### src/logic/line_ais_params.svh
// Register indices, field positions, reset values for line AIS control
`ifndef LINE_AIS_PARAMS_SVH
`define LINE_AIS_PARAMS_SVH
// Register indices; byte address is four times the index
`define LAC_CTRL_IDX 8'h11
`define LAC_EN_IDX 8'h20
`define LAC_STAT_IDX 8'h21
`define LAC_MASK_IDX 8'h22
// line_ais_control fields
`define LAC_CLK_INV 0
`define LAC_FORCE 1
`define LAC_AEN 2
`define LAC_PINSEL 3
// Alarm enable register fields
`define LAC_EN_LABEL 0
`define LAC_EN_LOCK 1
`define LAC_EN_TIM 2
`define LAC_EN_BSAIS 3
`define LAC_EN_LOF 4
// Status and mask fields
`define LAC_ST_RISE 0
`define LAC_ST_FALL 1
// Reset values
`define LAC_CTRL_RST 4'h0
`define LAC_EN_RST 5'h00
`define LAC_STAT_RST 2'h0
`define LAC_MASK_RST 2'h0
// Majority threshold over the 8 overhead bits
`define LAC_MAJ 4'h5
// Bus answers
`define LAC_RESP_OK 2'h0
`define LAC_RESP_ERR 2'h2
`endif

### src/logic/line_ais_pkg.sv
// Types shared by the line AIS control block
package line_ais_pkg;
   localparam int LINE_W = 8;
   typedef logic [LINE_W-1:0] line_data_t;
   typedef logic [7:0] reg_idx_t;
   // Whole state of the block
   typedef struct packed {
      logic [3:0] ctrl;
      logic [4:0] en;
      logic [1:0] status;
      logic [1:0] mask;
      logic aw_ok;
      reg_idx_t aw_idx;
      logic w_ok;
      logic [31:0] wdata;
      logic [3:0] wstrb;
      logic bvalid;
      logic [1:0] bresp;
      logic rvalid;
      logic [31:0] rdata;
      logic [1:0] rresp;
      logic e1_ais;
      logic ais;
      logic clk;
      line_data_t data;
   } lac_state_s;
endpackage

### src/logic/receive_line_ais_control.sv
// Receive line AIS control with AXI4-Lite registers
//
// The AXI4-Lite slave port is this design's own decision.
`timescale 1ns/1ns
`default_nettype none
`include "line_ais_params.svh"
module receive_line_ais_control #(
   parameter int ADDR_W = 12
) (
   input wire logic sys_clk_i,
   input wire logic rst_i,
   input wire logic [ADDR_W-1:0] s_axi_awaddr_i,
   input wire logic s_axi_awvalid_i,
   output logic s_axi_awready_o,
   input wire logic [31:0] s_axi_wdata_i,
   input wire logic [3:0] s_axi_wstrb_i,
   input wire logic s_axi_wvalid_i,
   output logic s_axi_wready_o,
   output logic [1:0] s_axi_bresp_o,
   output logic s_axi_bvalid_o,
   input wire logic s_axi_bready_i,
   input wire logic [ADDR_W-1:0] s_axi_araddr_i,
   input wire logic s_axi_arvalid_i,
   output logic s_axi_arready_o,
   output logic [31:0] s_axi_rdata_o,
   output logic [1:0] s_axi_rresp_o,
   output logic s_axi_rvalid_o,
   input wire logic s_axi_rready_i,
   input wire logic upstream_status_in_i,
   input wire logic upstream_path_alarm_in_i,
   input wire logic ext_ais_in_n_i,
   input wire logic [7:0] e1_byte_i,
   input wire logic e1_byte_valid_i,
   input wire logic pointer_tracking_pin_i,
   input wire logic drop_bus_trace_loss_i,
   input wire logic drop_bus_clock_loss_i,
   input wire logic signal_label_mismatch_i,
   input wire logic signal_label_unequipped_i,
   input wire logic trace_lock_loss_i,
   input wire logic trace_message_mismatch_i,
   input wire logic pointer_loss_i,
   input wire logic pointer_path_ais_i,
   input wire logic line_frame_alignment_loss_i,
   input wire line_ais_pkg::line_data_t line_data_i,
   output line_ais_pkg::line_data_t line_data_o,
   output logic receive_line_clock_out_o,
   output logic line_ais_ind_o,
   output logic irq_o
);
   import line_ais_pkg::*;

   lac_state_s s_q;
   lac_state_s s_d;
   logic ais_d;
   logic aen;
   logic pinsel;
   logic bsais;
   logic launch;
   logic [1:0] ev;

   // Count of ones in the overhead byte
   function automatic logic [3:0] ones8(input logic [7:0] b);
      logic [3:0] n;
      n = 4'h0;
      for (int i = 0; i < 8; i++) begin
         n = n + {3'h0, b[i]};
      end
      return n;
   endfunction

   // Register index from a byte address; word aligned
   function automatic reg_idx_t idx_of(input logic [ADDR_W-1:0] a);
      return a[9:2];
   endfunction

   // Read value and answer for one index
   function automatic logic [33:0] rd_val(input reg_idx_t i, input lac_state_s s);
      logic [33:0] r;
      r = {`LAC_RESP_OK, 32'h0000_0000};
      unique case (i)
         `LAC_CTRL_IDX: r[3:0] = s.ctrl;
         `LAC_EN_IDX: r[4:0] = s.en;
         `LAC_STAT_IDX: r[1:0] = s.status;
         `LAC_MASK_IDX: r[1:0] = s.mask;
         default: r[33:32] = `LAC_RESP_ERR;
      endcase
      return r;
   endfunction

   assign aen = s_q.ctrl[`LAC_AEN];
   assign pinsel = s_q.ctrl[`LAC_PINSEL];
   assign bsais = s_q.en[`LAC_EN_BSAIS];
   // Clock output is about to change toward the chosen launch edge
   assign launch = s_q.clk ^ s_q.ctrl[`LAC_CLK_INV];

   // Line AIS decision; inputs taken as synchronous
   always_comb begin
      logic alarm;
      alarm = 1'b0;
      alarm = alarm | ~ext_ais_in_n_i;
      alarm = alarm | (~pinsel & s_q.e1_ais);
      alarm = alarm | (pinsel & (upstream_status_in_i | upstream_path_alarm_in_i));
      if (pointer_tracking_pin_i) begin
         alarm = alarm | pointer_loss_i | pointer_path_ais_i;
      end else begin
         alarm = alarm | drop_bus_trace_loss_i;
      end
      alarm = alarm | (~bsais & drop_bus_clock_loss_i);
      alarm = alarm | (s_q.en[`LAC_EN_LABEL]
                       & (signal_label_mismatch_i | signal_label_unequipped_i));
      alarm = alarm | (s_q.en[`LAC_EN_LOCK] & trace_lock_loss_i);
      alarm = alarm | (s_q.en[`LAC_EN_TIM] & trace_message_mismatch_i);
      // Frame loss path sits outside the alarm-driven enable
      ais_d = (aen & alarm)
              | s_q.ctrl[`LAC_FORCE]
              | (s_q.en[`LAC_EN_LOF] & ~bsais & line_frame_alignment_loss_i);
   end

   // Events for the status register
   assign ev[`LAC_ST_RISE] = ais_d & ~s_q.ais;
   assign ev[`LAC_ST_FALL] = ~ais_d & s_q.ais;

   // Next state: bus slave, registers, line output
   always_comb begin
      logic [1:0] clr;
      logic [33:0] rv;
      s_d = s_q;
      clr = 2'h0;
      rv = rd_val(idx_of(s_axi_araddr_i), s_q);
      // Write address and data taken in either order
      if (s_axi_awvalid_i && s_axi_awready_o) begin
         s_d.aw_ok = 1'b1;
         s_d.aw_idx = idx_of(s_axi_awaddr_i);
      end
      if (s_axi_wvalid_i && s_axi_wready_o) begin
         s_d.w_ok = 1'b1;
         s_d.wdata = s_axi_wdata_i;
         s_d.wstrb = s_axi_wstrb_i;
      end
      // Both halves held: commit and answer; only byte lane 0 carries fields
      if (s_q.aw_ok && s_q.w_ok) begin
         s_d.aw_ok = 1'b0;
         s_d.w_ok = 1'b0;
         s_d.bvalid = 1'b1;
         s_d.bresp = `LAC_RESP_OK;
         unique case (s_q.aw_idx)
            `LAC_CTRL_IDX: if (s_q.wstrb[0]) s_d.ctrl = s_q.wdata[3:0];
            `LAC_EN_IDX: if (s_q.wstrb[0]) s_d.en = s_q.wdata[4:0];
            `LAC_STAT_IDX: if (s_q.wstrb[0]) clr = s_q.wdata[1:0];
            `LAC_MASK_IDX: if (s_q.wstrb[0]) s_d.mask = s_q.wdata[1:0];
            default: s_d.bresp = `LAC_RESP_ERR;
         endcase
      end else if (s_q.bvalid && s_axi_bready_i) begin
         s_d.bvalid = 1'b0;
      end
      // Read answered one cycle after address taken
      if (s_axi_arvalid_i && s_axi_arready_o) begin
         s_d.rvalid = 1'b1;
         s_d.rdata = rv[31:0];
         s_d.rresp = rv[33:32];
      end else if (s_q.rvalid && s_axi_rready_i) begin
         s_d.rvalid = 1'b0;
      end
      // Set wins over a clear in the same cycle
      s_d.status = (s_q.status & ~clr) | ev;
      // Overhead AIS flag held until the next overhead byte
      if (e1_byte_valid_i) begin
         s_d.e1_ais = ones8(e1_byte_i) >= `LAC_MAJ;
      end
      s_d.ais = ais_d;
      // Line clock runs at half rate whatever the alarm state
      s_d.clk = ~s_q.clk;
      if (launch) begin
         s_d.data = s_q.ais ? '1 : line_data_i;
      end
   end

   // State register
   always_ff @(posedge sys_clk_i or posedge rst_i) begin
      if (rst_i) begin
         s_q <= '0;
         s_q.ctrl <= `LAC_CTRL_RST;
         s_q.en <= `LAC_EN_RST;
         s_q.status <= `LAC_STAT_RST;
         s_q.mask <= `LAC_MASK_RST;
      end else begin
         s_q <= s_d;
      end
   end

   // Ports; ready terms stall while an answer is pending
   assign s_axi_awready_o = ~s_q.aw_ok & ~s_q.bvalid;
   assign s_axi_wready_o = ~s_q.w_ok & ~s_q.bvalid;
   assign s_axi_bvalid_o = s_q.bvalid;
   assign s_axi_bresp_o = s_q.bresp;
   assign s_axi_arready_o = ~s_q.rvalid;
   assign s_axi_rvalid_o = s_q.rvalid;
   assign s_axi_rdata_o = s_q.rdata;
   assign s_axi_rresp_o = s_q.rresp;
   assign line_data_o = s_q.data;
   assign receive_line_clock_out_o = s_q.clk;
   assign line_ais_ind_o = s_q.ais;
   assign irq_o = |(s_q.status & s_q.mask);

   // Checks next to the logic they guard
   AST_FORCE: assert property (@(posedge sys_clk_i) disable iff (rst_i)
      s_q.ctrl[`LAC_FORCE] |=> line_ais_ind_o)
      else $error("force bit did not raise line AIS");
   AST_EXT_N: assert property (@(posedge sys_clk_i) disable iff (rst_i)
      aen && !ext_ais_in_n_i |=> line_ais_ind_o)
      else $error("external AIS input ignored");
   AST_PINSEL: assert property (@(posedge sys_clk_i) disable iff (rst_i)
      aen && pinsel && upstream_path_alarm_in_i |=> line_ais_ind_o)
      else $error("selected upstream pin ignored");
   AST_MAJORITY: assert property (@(posedge sys_clk_i) disable iff (rst_i)
      e1_byte_valid_i |=> s_q.e1_ais == (ones8($past(e1_byte_i)) > 4'h4))
      else $error("overhead majority vote wrong");
   AST_QUIET: assert property (@(posedge sys_clk_i) disable iff (rst_i)
      !aen && !s_q.ctrl[`LAC_FORCE] && !line_frame_alignment_loss_i |=> !line_ais_ind_o)
      else $error("line AIS without an enabled cause");
   AST_POINTER: assert property (@(posedge sys_clk_i) disable iff (rst_i)
      aen && pointer_tracking_pin_i && pointer_path_ais_i |=> line_ais_ind_o)
      else $error("pointer path AIS ignored");
   AST_CLK_LOSS: assert property (@(posedge sys_clk_i) disable iff (rst_i)
      aen && !bsais && drop_bus_clock_loss_i |=> line_ais_ind_o)
      else $error("drop bus clock loss ignored");
   AST_LABEL: assert property (@(posedge sys_clk_i) disable iff (rst_i)
      aen && s_q.en[`LAC_EN_LABEL] && signal_label_unequipped_i |=> line_ais_ind_o)
      else $error("unequipped label ignored");
   AST_TRACE: assert property (@(posedge sys_clk_i) disable iff (rst_i)
      aen && s_q.en[`LAC_EN_TIM] && trace_message_mismatch_i |=> line_ais_ind_o)
      else $error("trace mismatch ignored");
   AST_FRAME: assert property (@(posedge sys_clk_i) disable iff (rst_i)
      s_q.en[`LAC_EN_LOF] && !bsais && line_frame_alignment_loss_i |=> line_ais_ind_o)
      else $error("frame loss ignored");
   AST_EDGE: assert property (@(posedge sys_clk_i) disable iff (rst_i)
      !$stable(line_data_o) |-> ($fell(receive_line_clock_out_o) && !$past(s_q.ctrl[`LAC_CLK_INV]))
                              || ($rose(receive_line_clock_out_o) && $past(s_q.ctrl[`LAC_CLK_INV])))
      else $error("data launched on wrong clock edge");
   AST_ONES: assert property (@(posedge sys_clk_i) disable iff (rst_i)
      line_ais_ind_o && launch |=> line_data_o == '1 ##1 $changed(receive_line_clock_out_o))
      else $error("AIS data not all ones or clock stopped");

   // Remaining alarm causes, one input each
   AST_TRACE_LOSS: assert property (@(posedge sys_clk_i) disable iff (rst_i)
      aen && !pointer_tracking_pin_i && drop_bus_trace_loss_i |=> line_ais_ind_o)
      else $error("drop bus trace loss ignored");
   AST_PTR_LOSS: assert property (@(posedge sys_clk_i) disable iff (rst_i)
      aen && pointer_tracking_pin_i && pointer_loss_i |=> line_ais_ind_o)
      else $error("pointer loss ignored");
   AST_UP_STATUS: assert property (@(posedge sys_clk_i) disable iff (rst_i)
      aen && pinsel && upstream_status_in_i |=> line_ais_ind_o)
      else $error("selected upstream status pin ignored");
   AST_INBAND: assert property (@(posedge sys_clk_i) disable iff (rst_i)
      aen && !pinsel && s_q.e1_ais |=> line_ais_ind_o)
      else $error("overhead byte AIS ignored");
   AST_MISMATCH: assert property (@(posedge sys_clk_i) disable iff (rst_i)
      aen && s_q.en[`LAC_EN_LABEL] && signal_label_mismatch_i |=> line_ais_ind_o)
      else $error("label mismatch ignored");
   AST_LOCK: assert property (@(posedge sys_clk_i) disable iff (rst_i)
      aen && s_q.en[`LAC_EN_LOCK] && trace_lock_loss_i |=> line_ais_ind_o)
      else $error("trace lock loss ignored");

   // Line output: clock never stops, clean data passes untouched
   AST_CLK_RUN: assert property (@(posedge sys_clk_i) disable iff (rst_i)
      1'b1 |=> $changed(receive_line_clock_out_o))
      else $error("line clock stopped");
   AST_PASS: assert property (@(posedge sys_clk_i) disable iff (rst_i)
      !line_ais_ind_o && launch |=> line_data_o == $past(line_data_i))
      else $error("line data not passed through");

   // Bus answers stand until taken; a read of the control index returns the control register
   AST_B_HOLD: assert property (@(posedge sys_clk_i) disable iff (rst_i)
      s_axi_bvalid_o && !s_axi_bready_i |=> s_axi_bvalid_o && $stable(s_axi_bresp_o))
      else $error("write answer dropped before taken");
   AST_R_HOLD: assert property (@(posedge sys_clk_i) disable iff (rst_i)
      s_axi_rvalid_o && !s_axi_rready_i |=> s_axi_rvalid_o && $stable(s_axi_rdata_o))
      else $error("read answer dropped before taken");
   AST_RD_CTRL: assert property (@(posedge sys_clk_i) disable iff (rst_i)
      s_axi_arvalid_i && s_axi_arready_o && idx_of(s_axi_araddr_i) == `LAC_CTRL_IDX
      |=> s_axi_rdata_o == {28'h0, $past(s_q.ctrl)})
      else $error("control read value wrong");

   // Status flags: an event always lands, even against a clear
   AST_SET_RISE: assert property (@(posedge sys_clk_i) disable iff (rst_i)
      ev[`LAC_ST_RISE] |=> s_q.status[`LAC_ST_RISE])
      else $error("AIS start event lost");
   AST_SET_FALL: assert property (@(posedge sys_clk_i) disable iff (rst_i)
      ev[`LAC_ST_FALL] |=> s_q.status[`LAC_ST_FALL])
      else $error("AIS end event lost");
endmodule
`default_nettype wire

### config.mk
export PLATFORM = sky130hd
export DESIGN_NAME = receive_line_ais_control
export DESIGN_NICKNAME = d
export VERILOG_FILES = /design/src/logic/line_ais_pkg.sv /design/src/logic/receive_line_ais_control.sv
export VERILOG_INCLUDE_DIRS = /design/src /design/src/logic
export SDC_FILE = /design/constraint.sdc
export NUM_CORES = 1
export LEC_CHECK = 0
export BUFFER_PORTS_ARGS = -buffer_cell sky130_fd_sc_hd__buf_2
export CORE_AREA = 4 4 95 75
export CTS_CLUSTER_DIAMETER = 60
export CTS_CLUSTER_SIZE = 30
export DETAILED_ROUTE_END_ITERATION = 12
export DIE_AREA = 0 0 99 79
export GPL_TIMING_DRIVEN = 0
export MAX_ROUTING_LAYER = met4
export PLACE_DENSITY_LB_ADDON = 0.2
export SYNTH_ARGS = -nofsm -noshare
export SYNTH_HDL_FRONTEND = slang
export SYNTH_SLANG_ARGS = --single-unit
### constraint.sdc
create_clock -name sys_clk_i -period 2.3 [get_ports sys_clk_i]
set_input_delay 0.115 -clock sys_clk_i [delete_from_list [all_inputs] [get_ports sys_clk_i]]
set_output_delay 0.115 -clock sys_clk_i [all_outputs]
set_load 0.01 [all_outputs]
=== Word level (Yosys, flattened, before mapping) ===
Index checks and enable logic that the tools add are counted.

* Equality and inequality tests: 8
* $lt $le $gt $ge: 1
* Reductions and logical operators: 16
* Muxes and demuxes: 18
* Add/subtract/negate cells: 7
* Bitwise gates (word level): 41

{| class="wikitable"
|+ Operators by type and width
! kind !! number
|-
| == test 8 x 6 -> 1 bit, second input constant || 6
|-
| 2-to-1 mux 37 bit || 1
|-
| adder 4 x 1 -> 4 bit || 4
|-
| == test 8 x 5 -> 1 bit, second input constant || 2
|-
| bitwise AND 1 bit || 13
|-
| bitwise OR 1 bit || 13
|-
| 2-to-1 mux 2 bit || 5
|-
| NOT 1 bit || 10
|-
| 2-to-1 mux 9 bit || 1
|-
| AND reduction 3 bit || 3
|-
| 2-to-1 mux 1 bit || 8
|-
| 2-to-1 mux 8 bit || 1
|-
| case mux 2 bit (4 select lines) || 1
|-
| nonzero test 2 bit || 4
|-
| OR reduction 4 bit || 2
|-
| logical AND 1 bit || 6
|-
| adder 3 x 1 -> 4 bit || 1
|-
| bitwise AND 2 bit || 2
|-
| >= comparator 4 x 3 -> 1 bit, second input constant || 1
|-
| case mux 2 bit (2 select lines) || 1
|-
| adder 2 x 1 -> 3 bit || 1
|-
| adder 1 x 1 -> 2 bit || 1
|-
| NOT 2 bit || 1
|-
| bitwise OR 2 bit || 1
|-
| other kinds (2) || 2
|}

* Output and inout port bits: 52
* Logic and storage cells: 109
* Bits of input ports: 97
* Register bits: 81

=== Longest topological paths before layout ===
Gate-level depths: netlist of run 1.

* Depth in word-level cells: 17
* Mapped depth: 11
* Mapped depth without buffers: 11

=== Least setup slack after synthesis of run 1 ===
Ideal clock, no wire load.

* Path kind: input -> register
* Start point: input port e1_byte_i[0]
* End point: register s_q[10] (netlist bit)
* Arrival time: 2490 ps
* Library setup time: 127 ps
* Cell stages on the path: 11
* Setup slack: -317 ps
* Cells stage by stage: inv_1 > fa_1 > fa_1 > fa_1 > inv_1 > ha_1 > inv_1 > fa_1 > inv_1 > o21ai_0 > a31oi_1

* Longest elaborated chain between the ends: 8

{| class="wikitable"
|+ Ends and longest elaborated chain
! what !! line !! text
|-
| start, declared || receive_line_ais_control.sv:32 || <nowiki>input wire logic [7:0] e1_byte_i,</nowiki>
|-
| adder 1 x 1 -> 2 bit || receive_line_ais_control.sv:66 || <nowiki>n = n + {3'h0, b[i]};</nowiki>
|-
| adder 2 x 1 -> 3 bit || receive_line_ais_control.sv:66 ||
|-
| adder 3 x 1 -> 4 bit || receive_line_ais_control.sv:66 ||
|-
| adder 4 x 1 -> 4 bit (4 in series) || receive_line_ais_control.sv:66 ||
|-
| >= comparator 4 x 3 -> 1 bit (no source line) || -- ||
|-
| end, declared || receive_line_ais_control.sv:52 || <nowiki>lac_state_s s_q;</nowiki>
|}

No other way between the ends.
A chain may end at the register's enable or synchronous reset.

=== Final worst setup path of run 1 ===
Same ends and word-level chain as after synthesis.

==> qor.yml, run 1 <==
logic_synthesis:
  ys.flop_type: "dfrtp_1"
  synth_cell_types: 38
  synthTopCellsByArea: "dfrtp_1 46%, buf_4 12%, mux2_2 10%, fa_1 3.0%, inv_1 3.0%"
  ys_top_cells_by_count: "49 x dfrtp_1, 44 x buf_4, 24 x mux2_2, 21 x inv_1, 19 x nand2_1"
  netlist_area_um2: 2651
  synthArstFlopShare_pct: 100.0
  netlist.area_leader.share_pct: 46.25
  ys_seq_area_share_pct: 46.25
  avgSynthCellArea_um2: 10.40
  ys_ff_latch: 49
  synth-edff-count: 0
  yosys.area.top_type: "dfrtp_1"
  netlist_instances: 255
  synth.most_common_cell: "dfrtp_1"
  yosysWarningCount: 0
routing:
  drc: 0
  vias: 1988
  via_per_inst: 4.350
  ant_nets: 0
  routed_wl_mm: 5.540
  avgRoutedWirePerCell_um: 12.12
  dr.pass1.iters: 4
  initialDrtViolationCount: 81
timing:
  max_slew.worst_pin.slew_ns: 0.5714
  tns_ns: -0.1930
  hold_viol: 0
  max_freq_mhz: 401.1
  setup_viol: 1
  rsz0062_at_grt: "yes"
  slew_viol_final: 0
  finClkSkew_ns: 0.006526
  fin_crit_sh_pct: 108.4
  slew_headroom_pct: 61.61
  fin_crit_ns: 2.493
  fin_ws_ns: -0.1930
power:
  switching_share_pct: 31.34
  internal-power_mw: 1.871
  combPwrFrac_pct: 30.3
  p_clk_share_pct: 22.9
  peakVddDrop_mv: 0.5599
  pwr_density_cell_nw_per_um2: 794.4
  p_switching_mw: 0.8542
  power.leakage_nw: 1.806
  seq_power_share_pct: 46.8
setup_path:
  path_buf_inv: 5
  critical_path_depth: 12
  crit_fanout: 2
  crit_type: "in -> reg"
  r2r_cells: 4
  max_stage_delay_ns: 0.56
  start_kind: "primary input"
  cp-end-kind: "register"
  crit_required_ns: 2.49
  cp_top_family: "adder cells"
  cp_data_arrival_time_ns: 2.68
  path_cells: "buf_2 > inv_1 > fa_1 > fa_1 > fa_1 > inv_1 > ha_1 > inv_1 > fa_1 > inv_1 > o21ai_1 > a31oi_1"
  cpMaxStageDelayCell: "fa_1"
clocking:
  cts.sinks: 49
  clkSlewWorstSetupHoldPaths_ns: 0.09
  cts-root-buf: "clkbuf_8"
  post_cts_buffers: 0
  cts_tree: "done"
  numCtsBuffers: 5
  max-clock-path-buffers: 2
  cts_htree_levels: 2
  insertion_delay_ns: 0.30
global_route:
  first_global_vias: 2004
  busiest_layer: "met2"
  use_met1_pct: 19.93
  grt_max_degree: 38
  overflow: 0
  grt_usage_pct: 14.75
  use_met3_pct: 3.687
  grt_pass1_wl_mm: 9.018
  antenna_found_initial: 0
  grt_use_met2_pct: 22.65
min_path:
  hp-class: "in -> reg"
  hold_depth: 2
final_layout:
  area_delta_synth_final_pct: 29.40
  nNetsFinal: 479
  largest_register_ffs: 27
  largest-register: "s_q"
  antennaDiodeCount: 0
  drive_gt1_share_pct: 43.62
floorplan:
  start_util_pct: 43.03
  dieArea_um2: 7821
  rows: 25
  io_pins: 149
  die_y_um: 79
  core_area_um2: 6162
  die_width_um: 99
placed_design:
  gp_congestion: 0.7715
  dp_slack_ns: -0.5413
  port_buffers: 81
  dp_hpwl_mm: 4.471
run_status:
  violations: "negative setup slack"
  status: "complete, but fails checks"
run:
  drv_cap: 0
[cell families after synthesis]
family | count (synthesis) | share of synthesized area (%)
compound gates | 41 | 10.52
xor+xnor | 2 | 0.6608
fa+ha+maj | 7 | 4.436
buf+inv | 69 | 16.00
flops | 49 | 46.25
mux | 24 | 10.19
other cells | 1 | 0.1414
simple gates | 62 | 11.80
[cells in the final DEF (no fill, tap or decap), types with 4 or more instances in the layout]
cell      instances
buf_2            81
dfrtp_1          49
buf_4            44
conb_1           29
mux2_2           24
inv_1            20
nand2_1          19
nor2_1           15
o21ai_0          14
nand2b_1          5
a22o_1            5
clkbuf_8          5
and2_1            4
clkbuf_1          4
nor2b_1           4
a21oi_1           4
fa_1              4
[final timing paths]
kind,startpoint,to,slack (ns)
max,e1_byte_i[0],s_q[10]$_DFFE_PP0P_,-0.19
min,e1_byte_valid_i,s_q[10]$_DFFE_PP0P_,0.02
max reg2reg,s_q[88]$_DFFE_PP0P_,s_q[101]$_DFFE_PP0P_,0.17
min reg2reg,receive_line_clock_out_o$_DFF_PP0_,receive_line_clock_out_o$_DFF_PP0_,0.47
max in group asynchronous,rst_i,s_q[89]$_DFFE_PP0P_,1.52
min in group asynchronous,rst_i,line_data_o[0]$_DFFE_PP0P_,0.30
[metal layers]
| metal | share of wire [%] | wire (um) |
|---|---|---|
| met2 | 46 | 2574 |
| met4 | 0.65 | 36 |
| met1 | 47 | 2586 |
| met3 | 6.2 | 342 |
| met5 | 0 | 0 |
[what timing repair did]
item,in CTS,in global routing
pin swaps,3,0
setup endpoints to repair,1,5
resized for setup,0,1
endpoints found under the hold margin,14,0
hold buffers,3,0
[cell type report]
class	instances	area [um2]
inverter	21	78.83
buffer	48	345.3
multi-input combinational	165	1109
timing repair buffer	85	455.4
sequential	49	1226
fill	586	2731
clock inverter	3	46.29
clock buffer	5	68.82
tap	81	101.3
[through the flow]
stage               power (mW)  hold WS [ns]  cell area [um2]  util, %  cells
floorplan                1.852        0.2110             2756        -    283
global placement         2.093        0.2982             3263    52.95    445
detailed placement       2.126       0.07679             3283    53.28    446
CTS                      2.753       0.01198             3428    55.63    457
global route             2.927      0.006924             3431    55.68    457
finish                   2.725       0.01550             3431    55.68    457
[power groups by stage]
stage	clock network, mW	logic, mW	registers (mW)
2_1_floorplan	0	0.615	1.24
3_3_place_gp	0	0.806	1.29
3_5_place_dp	0	0.829	1.30
4_1_cts	0.637	0.837	1.28
5_1_grt	0.681	0.930	1.32
6_report	0.624	0.825	1.28
No activity file was read; power rests on OpenSTA's default activity.
==> inputs of run 2 (changes only) <==
- CTS_CLUSTER_SIZE: 30 -> unset
- GPL_TIMING_DRIVEN: 0 -> unset
==> qor.yml, run 2 (synthesized netlist as in run 1, its figures left out) <==
run_status:
  status: "complete, but fails checks"  # unchanged
  violations: "negative setup slack"  # unchanged
routing:
  vias: 1900  # was 1988
  avgRoutedWirePerCell_um: 12.98  # was 12.12 um
  via_per_inst: 4.612  # was 4.350
  dr.pass1.iters: 4  # unchanged
  drc: 0  # unchanged
  routed_wl_mm: 5.349  # was 5.540 mm
  ant_nets: 0  # unchanged
  initialDrtViolationCount: 39  # was 81
setup_path:
  r2r_start: "s_q[88]$_DFFE_PP0P_"  # unchanged
  crit_fanout: 2  # unchanged
  start_kind: "primary input"  # unchanged
  reg2reg_slack_ns: 0.18  # was 0.17 ns
  crit_type: "in -> reg"  # unchanged
  cp_data_arrival_time_ns: 2.58  # was 2.68 ns
  crit_required_ns: 2.49  # about the same
  cp-end-kind: "register"  # unchanged
  startpoint: "e1_byte_i[0]"  # unchanged
clocking:
  numCtsBuffers: 5  # unchanged
  insertion_delay_ns: 0.30  # about the same
  cts_htree_levels: 2  # unchanged
  cts_tree: "done"  # unchanged
  cts.sinks: 49  # unchanged
  max-clock-path-buffers: 2  # unchanged
  clkSlewWorstSetupHoldPaths_ns: 0.10  # was 0.09 ns
  cts-root-buf: "clkbuf_8"  # unchanged
floorplan:
  start_util_pct: 43.03  # unchanged
  rows: 25  # unchanged
  dieArea_um2: 7821  # unchanged
  core_area_um2: 6162  # unchanged
  die_width_um: 99  # unchanged
  die_y_um: 79  # unchanged
  io_pins: 149  # unchanged
global_route:
  antenna_found_initial: 0  # unchanged
  grt_usage_pct: 14.19  # was 14.75%
  grt_max_degree: 50  # was 38
  overflow: 0  # unchanged
  grt_pass1_wl_mm: 8.659  # was 9.018 mm
  first_global_vias: 1837  # was 2004
timing:
  finClkSkew_ns: 0.006517  # was 0.006526 ns
  fin_crit_sh_pct: 104.1  # was 108.4%
  setup_viol: 1  # unchanged
  fin_crit_ns: 2.394  # was 2.493 ns
  max_freq_mhz: 417.8  # was 401.1 MHz
  fin_ws_ns: -0.09371  # was -0.1930 ns
  max_slew.worst_pin.slew_ns: 0.6099  # was 0.5714 ns
  rsz0062_at_grt: "yes"  # unchanged
  slew_headroom_pct: 59.34  # was 61.61%
  slew_viol_final: 0  # unchanged
  hold_viol: 0  # unchanged
  tns_ns: -0.09371  # was -0.1930 ns
power:
  peakVddDrop_mv: 0.5218  # was 0.5599 mV
  power.leakage_nw: 1.594  # was 1.806 nW
  pwr_density_cell_nw_per_um2: 876.1  # was 794.4 nW/um2
final_layout:
  nNetsFinal: 434  # was 479
  final_common_cell: "buf_2"  # unchanged
  antennaDiodeCount: 0  # unchanged
  instances_no_fill: 412  # was 457
  final_cell_mix: "80 x buf_2, 49 x dfrtp_1, 29 x conb_1"  # was 81 x buf_2, 49 x dfrtp_1, 44 x buf_4
  fin_area_um2: 3134  # was 3431 um2
  largest_register_ffs: 27  # unchanged
  largest-register: "s_q"  # unchanged
  area_delta_synth_final_pct: 18.22  # was 29.40%
  drive_gt1_share_pct: 38.37  # was 43.62%
min_path:
  hold_path_startpoint: "e1_byte_valid_i"  # unchanged
  hp-class: "in -> reg"  # unchanged
placed_design:
  dpl.cell_count: 401  # was 446
  gp_congestion: 0.7320  # was 0.7715
  dp_hpwl_mm: 4.245  # was 4.471 mm
  port_buffers: 81  # unchanged
  dpl_cell_area_um2: 2948  # was 3283 um2
run:
  drv_cap: 0  # unchanged
[run 2: changes by cell type in the layout (fill, tap and decap cells not counted), sizes merged]
cell / before / now
bufinv: 1 / 2
clkbuf: 9 / 5
buf: 126 / 85
clkinv: 1 / 0
inv: 21 / 22
clkinvlp: 1 / 0
[run 2: stage by stage]
step	utilization [%]	worst slack, ns	power [mW]	hold WS [ns]
after floorplan	-	-0.3165	1.852	0.2110
after global placement	47.84	-0.4448	1.999	0.2979
after detailed placement	47.84	-0.5100	2.026	0.3123
after CTS	50.70	-0.1236	2.773	0.01221
after global routing	50.86	-0.1923	2.931	0.01664
final	50.86	-0.09371	2.746	0.02162
[run 2: critical path, stage by stage]
cell     delay (ns)
buf_6          0.07
inv_2          0.03
fa_1           0.55
fa_1           0.43
fa_1           0.46
inv_2          0.08
ha_4           0.13
inv_2          0.03
fa_1           0.47
inv_1          0.04
o21ai_1        0.10
a31oi_1        0.09
[run 2: power breakdown]
part	internal [mW]	switching [mW]
clock	0.438	0.301
sequential	1.09	0.191
combinational	0.376	0.350
[run 2: routing by layer]
| layer | wire, um | GRT usage (%) | vias to the layer above |
|---|---|---|---|
| met4 | 48 | 3.683 | 0 |
| li1 | - | - | 938 |
| met2 | 2464 | 21.65 | 59 |
| met1 | 2478 | 19.29 | 898 |
| met5 | 0 | - | - |
| met3 | 358 | 3.248 | 5 |
[run 2: final timing paths]
kind                       depth (start not counted)                            endpoint
max                                               12                 s_q[10]$_DFFE_PP0P_
min                                                2                 s_q[10]$_DFFE_PP0P_
max reg2reg                                        4                s_q[101]$_DFFE_PP0P_
min reg2reg                                        1  receive_line_clock_out_o$_DFF_PP0_
max in group asynchronous                          4                 s_q[49]$_DFFE_PP0P_
min in group asynchronous                          4          line_data_o[0]$_DFFE_PP0P_
[run 2: timing repair]
action                                 CTS  global route
hold buffers                             3             0
setup endpoints to repair                1             1
pin swaps                                3             0
resized for setup                        5             2
buffers inserted                         0             0
gates cloned                             0             0
endpoints found under the hold margin   51             0
[run 2: area by class of cell]
type | instances | area, um2
clock buffers | 5 | 68.82
clock inverters | 3 | 68.82
fillers | 590 | 3028
inverters | 21 | 78.83
multi-input cells | 165 | 1119
flip-flops and latches | 49 | 1226
well taps | 81 | 101.3
repair buffers | 88 | 471.7
==> inputs of run 3 (changes only) <==
- CELL_PAD_IN_SITES_DETAIL_PLACEMENT: unset -> 0
- CELL_PAD_IN_SITES_GLOBAL_PLACEMENT: unset -> 1
- CORE_AREA: 4 4 95 75 -> 4 4 111 86
- DIE_AREA: 0 0 99 79 -> 0 0 115 90
==> qor.yml, run 3 (synthesized netlist as in run 1, its figures left out) <==
floorplan:
  rows: 29  # was 25
  core_area_um2: 8418  # was 6162 um2
  start_util_pct: 31.50  # was 43.03%
  die_width_um: 115  # was 99 um
  io_pins: 149  # unchanged
  die_y_um: 90  # was 79 um
  dieArea_um2: 10350  # was 7821 um2
run_status:
  status: "complete, but fails checks"  # unchanged
  violations: "negative hold slack, negative setup slack"  # was negative setup slack
final_layout:
  fill_cells: 882  # was 590
  drive_gt1_share_pct: 37.00  # was 38.37%
  fin_util_pct: 37.07  # was 50.86%
  area_delta_synth_final_pct: 17.70  # was 18.22%
  final_cell_mix: "81 x buf_2, 49 x dfrtp_1, 29 x conb_1"  # was 80 x buf_2, 49 x dfrtp_1, 29 x conb_1
  final_common_cell: "buf_2"  # unchanged
  largest_register_ffs: 27  # unchanged
  nNetsFinal: 430  # was 434
  fin_area_um2: 3120  # was 3134 um2
  largest-register: "s_q"  # unchanged
  antennaDiodeCount: 0  # unchanged
  instances_no_fill: 435  # was 412
global_route:
  antenna_found_initial: 0  # unchanged
  grt_pass1_wl_mm: 9.632  # was 8.659 mm
  first_global_vias: 1955  # was 1837
  overflow: 0  # unchanged
  grt_usage_pct: 11.85  # was 14.19%
  grt_max_degree: 50  # unchanged
clocking:
  numCtsBuffers: 5  # unchanged
  ctsResizeCount: 0  # was 5
  cts-root-buf: "clkbuf_16"  # was clkbuf_8
  insertion_delay_ns: 0.29  # was 0.30 ns
  holdBufCountCts: 0  # was 3
  max-clock-path-buffers: 2  # unchanged
  cts_htree_levels: 2  # unchanged
  cts.sinks: 49  # unchanged
  clkSlewWorstSetupHoldPaths_ns: 0.06  # was 0.10 ns
  post_cts_buffers: 0  # unchanged
  cts_tree: "done"  # unchanged
power:
  peakVddDrop_mv: 0.3459  # was 0.5218 mV
  power.leakage_nw: 1.579  # was 1.594 nW
  pwr_density_cell_nw_per_um2: 878.2  # was 876.1 nW/um2
  switching_share_pct: 31.97  # was 30.63%
  seq_power_share_pct: 47.2  # was 46.7%
  combPwrFrac_pct: 26.1  # was 26.4%
  p_clk_share_pct: 26.7  # was 26.9%
  p_switching_mw: 0.8762  # was 0.8412 mW
  internal-power_mw: 1.864  # was 1.905 mW
  finalPower_mw: 2.741  # was 2.746 mW
placed_design:
  dp_slack_ns: -0.4813  # was -0.5100 ns
  dp_hpwl_mm: 4.499  # was 4.245 mm
  gp_congestion: 0.7058  # was 0.7320
  port_buffers: 81  # unchanged
  dpl.cell_count: 427  # was 401
  dpl_cell_area_um2: 2974  # was 2948 um2
setup_path:
  start_kind: "primary input"  # unchanged
  cp-end-kind: "register"  # unchanged
  cp_data_arrival_time_ns: 2.62  # was 2.58 ns
  crit_fanout: 2  # unchanged
  r2r_cells: 4  # unchanged
  crit_required_ns: 2.47  # was 2.49 ns
  crit_type: "in -> reg"  # unchanged
routing:
  drc: 0  # unchanged
  via_per_inst: 4.264  # was 4.612
  ant_nets: 0  # unchanged
  avgRoutedWirePerCell_um: 13.19  # was 12.98 um
  routed_wl_mm: 5.737  # was 5.349 mm
  dr.pass1.iters: 4  # unchanged
  initialDrtViolationCount: 45  # was 39
  vias: 1855  # was 1900
timing:
  finClkSkew_ns: 0.005259  # was 0.006517 ns
  slew_headroom_pct: 58.52  # was 59.34%
  fin_ws_ns: -0.1495  # was -0.09371 ns
  fin_crit_ns: 2.450  # was 2.394 ns
  hold_viol: 27  # was 0
  rsz0062_at_grt: "yes"  # unchanged
  max_slew.worst_pin.slew_ns: 0.6222  # was 0.6099 ns
  slew_viol_final: 0  # unchanged
  hold_ws_ns: -0.008206  # was 0.02162 ns
  fin_crit_sh_pct: 106.5  # was 104.1%
  setup_viol: 1  # unchanged
  max_freq_mhz: 408.2  # was 417.8 MHz
  tns_ns: -0.1495  # was -0.09371 ns
run:
  drv_cap: 0  # unchanged
min_path:
  hp-class: "in -> async"  # was in -> reg
run 3: changes by cell type in the layout (fill, tap and decap cells not counted), moves of 2 or more:
cell / before / now
clkbuf_8: 5 / 0
dlygate4sd3_1: 3 / 0
inv_2: 5 / 1
clkbuf_16: 0 / 5
inv_1: 16 / 20
bufinv_16: 2 / 0
run 3: layout make-up:
cell class	instances	area (um2)	share of cell area [%]
clock buffer	5	125.1	4.010
clock inverter	3	21.27	0.6816
inverter	21	78.83	2.526
multi-input combinational	165	1106	35.45
sequential	49	1226	39.29
tap	108	135.1	4.330
timing repair buffer	84	427.9	13.71
run 3: final timing paths:
check / startpoint / end / slack (ns)
setup reg to reg: s_q[88]$_DFFE_PP0P_ / s_q[99]$_DFFE_PP0P_ / 0.16
max in group asynchronous: rst_i / receive_line_clock_out_o$_DFF_PP0_ / 1.89
hold reg to reg: receive_line_clock_out_o$_DFF_PP0_ / receive_line_clock_out_o$_DFF_PP0_ / 0.46
hold / removal: rst_i / s_axi_bvalid_o$_DFFE_PP0P_ / -0.008
setup / recovery: e1_byte_i[3] / s_q[10]$_DFFE_PP0P_ / -0.15
min in group sys_clk_i: s_axi_rready_i / s_axi_rvalid_o$_DFFE_PP0P_ / 0.01
run 3: critical path, stage by stage:
cell and delay (ns):
buf_2 0.07, inv_1 0.04, fa_1 0.54, fa_1 0.43, fa_1 0.44, inv_1 0.06
ha_1 0.15, inv_1 0.05, fa_1 0.47, inv_1 0.04, o21ai_1 0.11, a31oi_1 0.09
run 3: power groups by stage:
stage	combinational (mW)	sequential, mW	clock (mW)
4_1_cts	0.728	1.30	0.758
6_report	0.714	1.29	0.732
5_1_grt	0.807	1.33	0.798
3_5_place_dp	0.725	1.31	0
3_3_place_gp	0.715	1.30	0
2_1_floorplan	0.615	1.24	0
run 3: metal layers:
metal  vias to the layer above  track usage, %  share of wire (%)
li1                        934               -                  -
met1                       858           16.18                 47
met2                        58           17.58                 44
met3                         5           3.289                7.4
met4                         0           2.639               0.85
met5                         -               -                  0
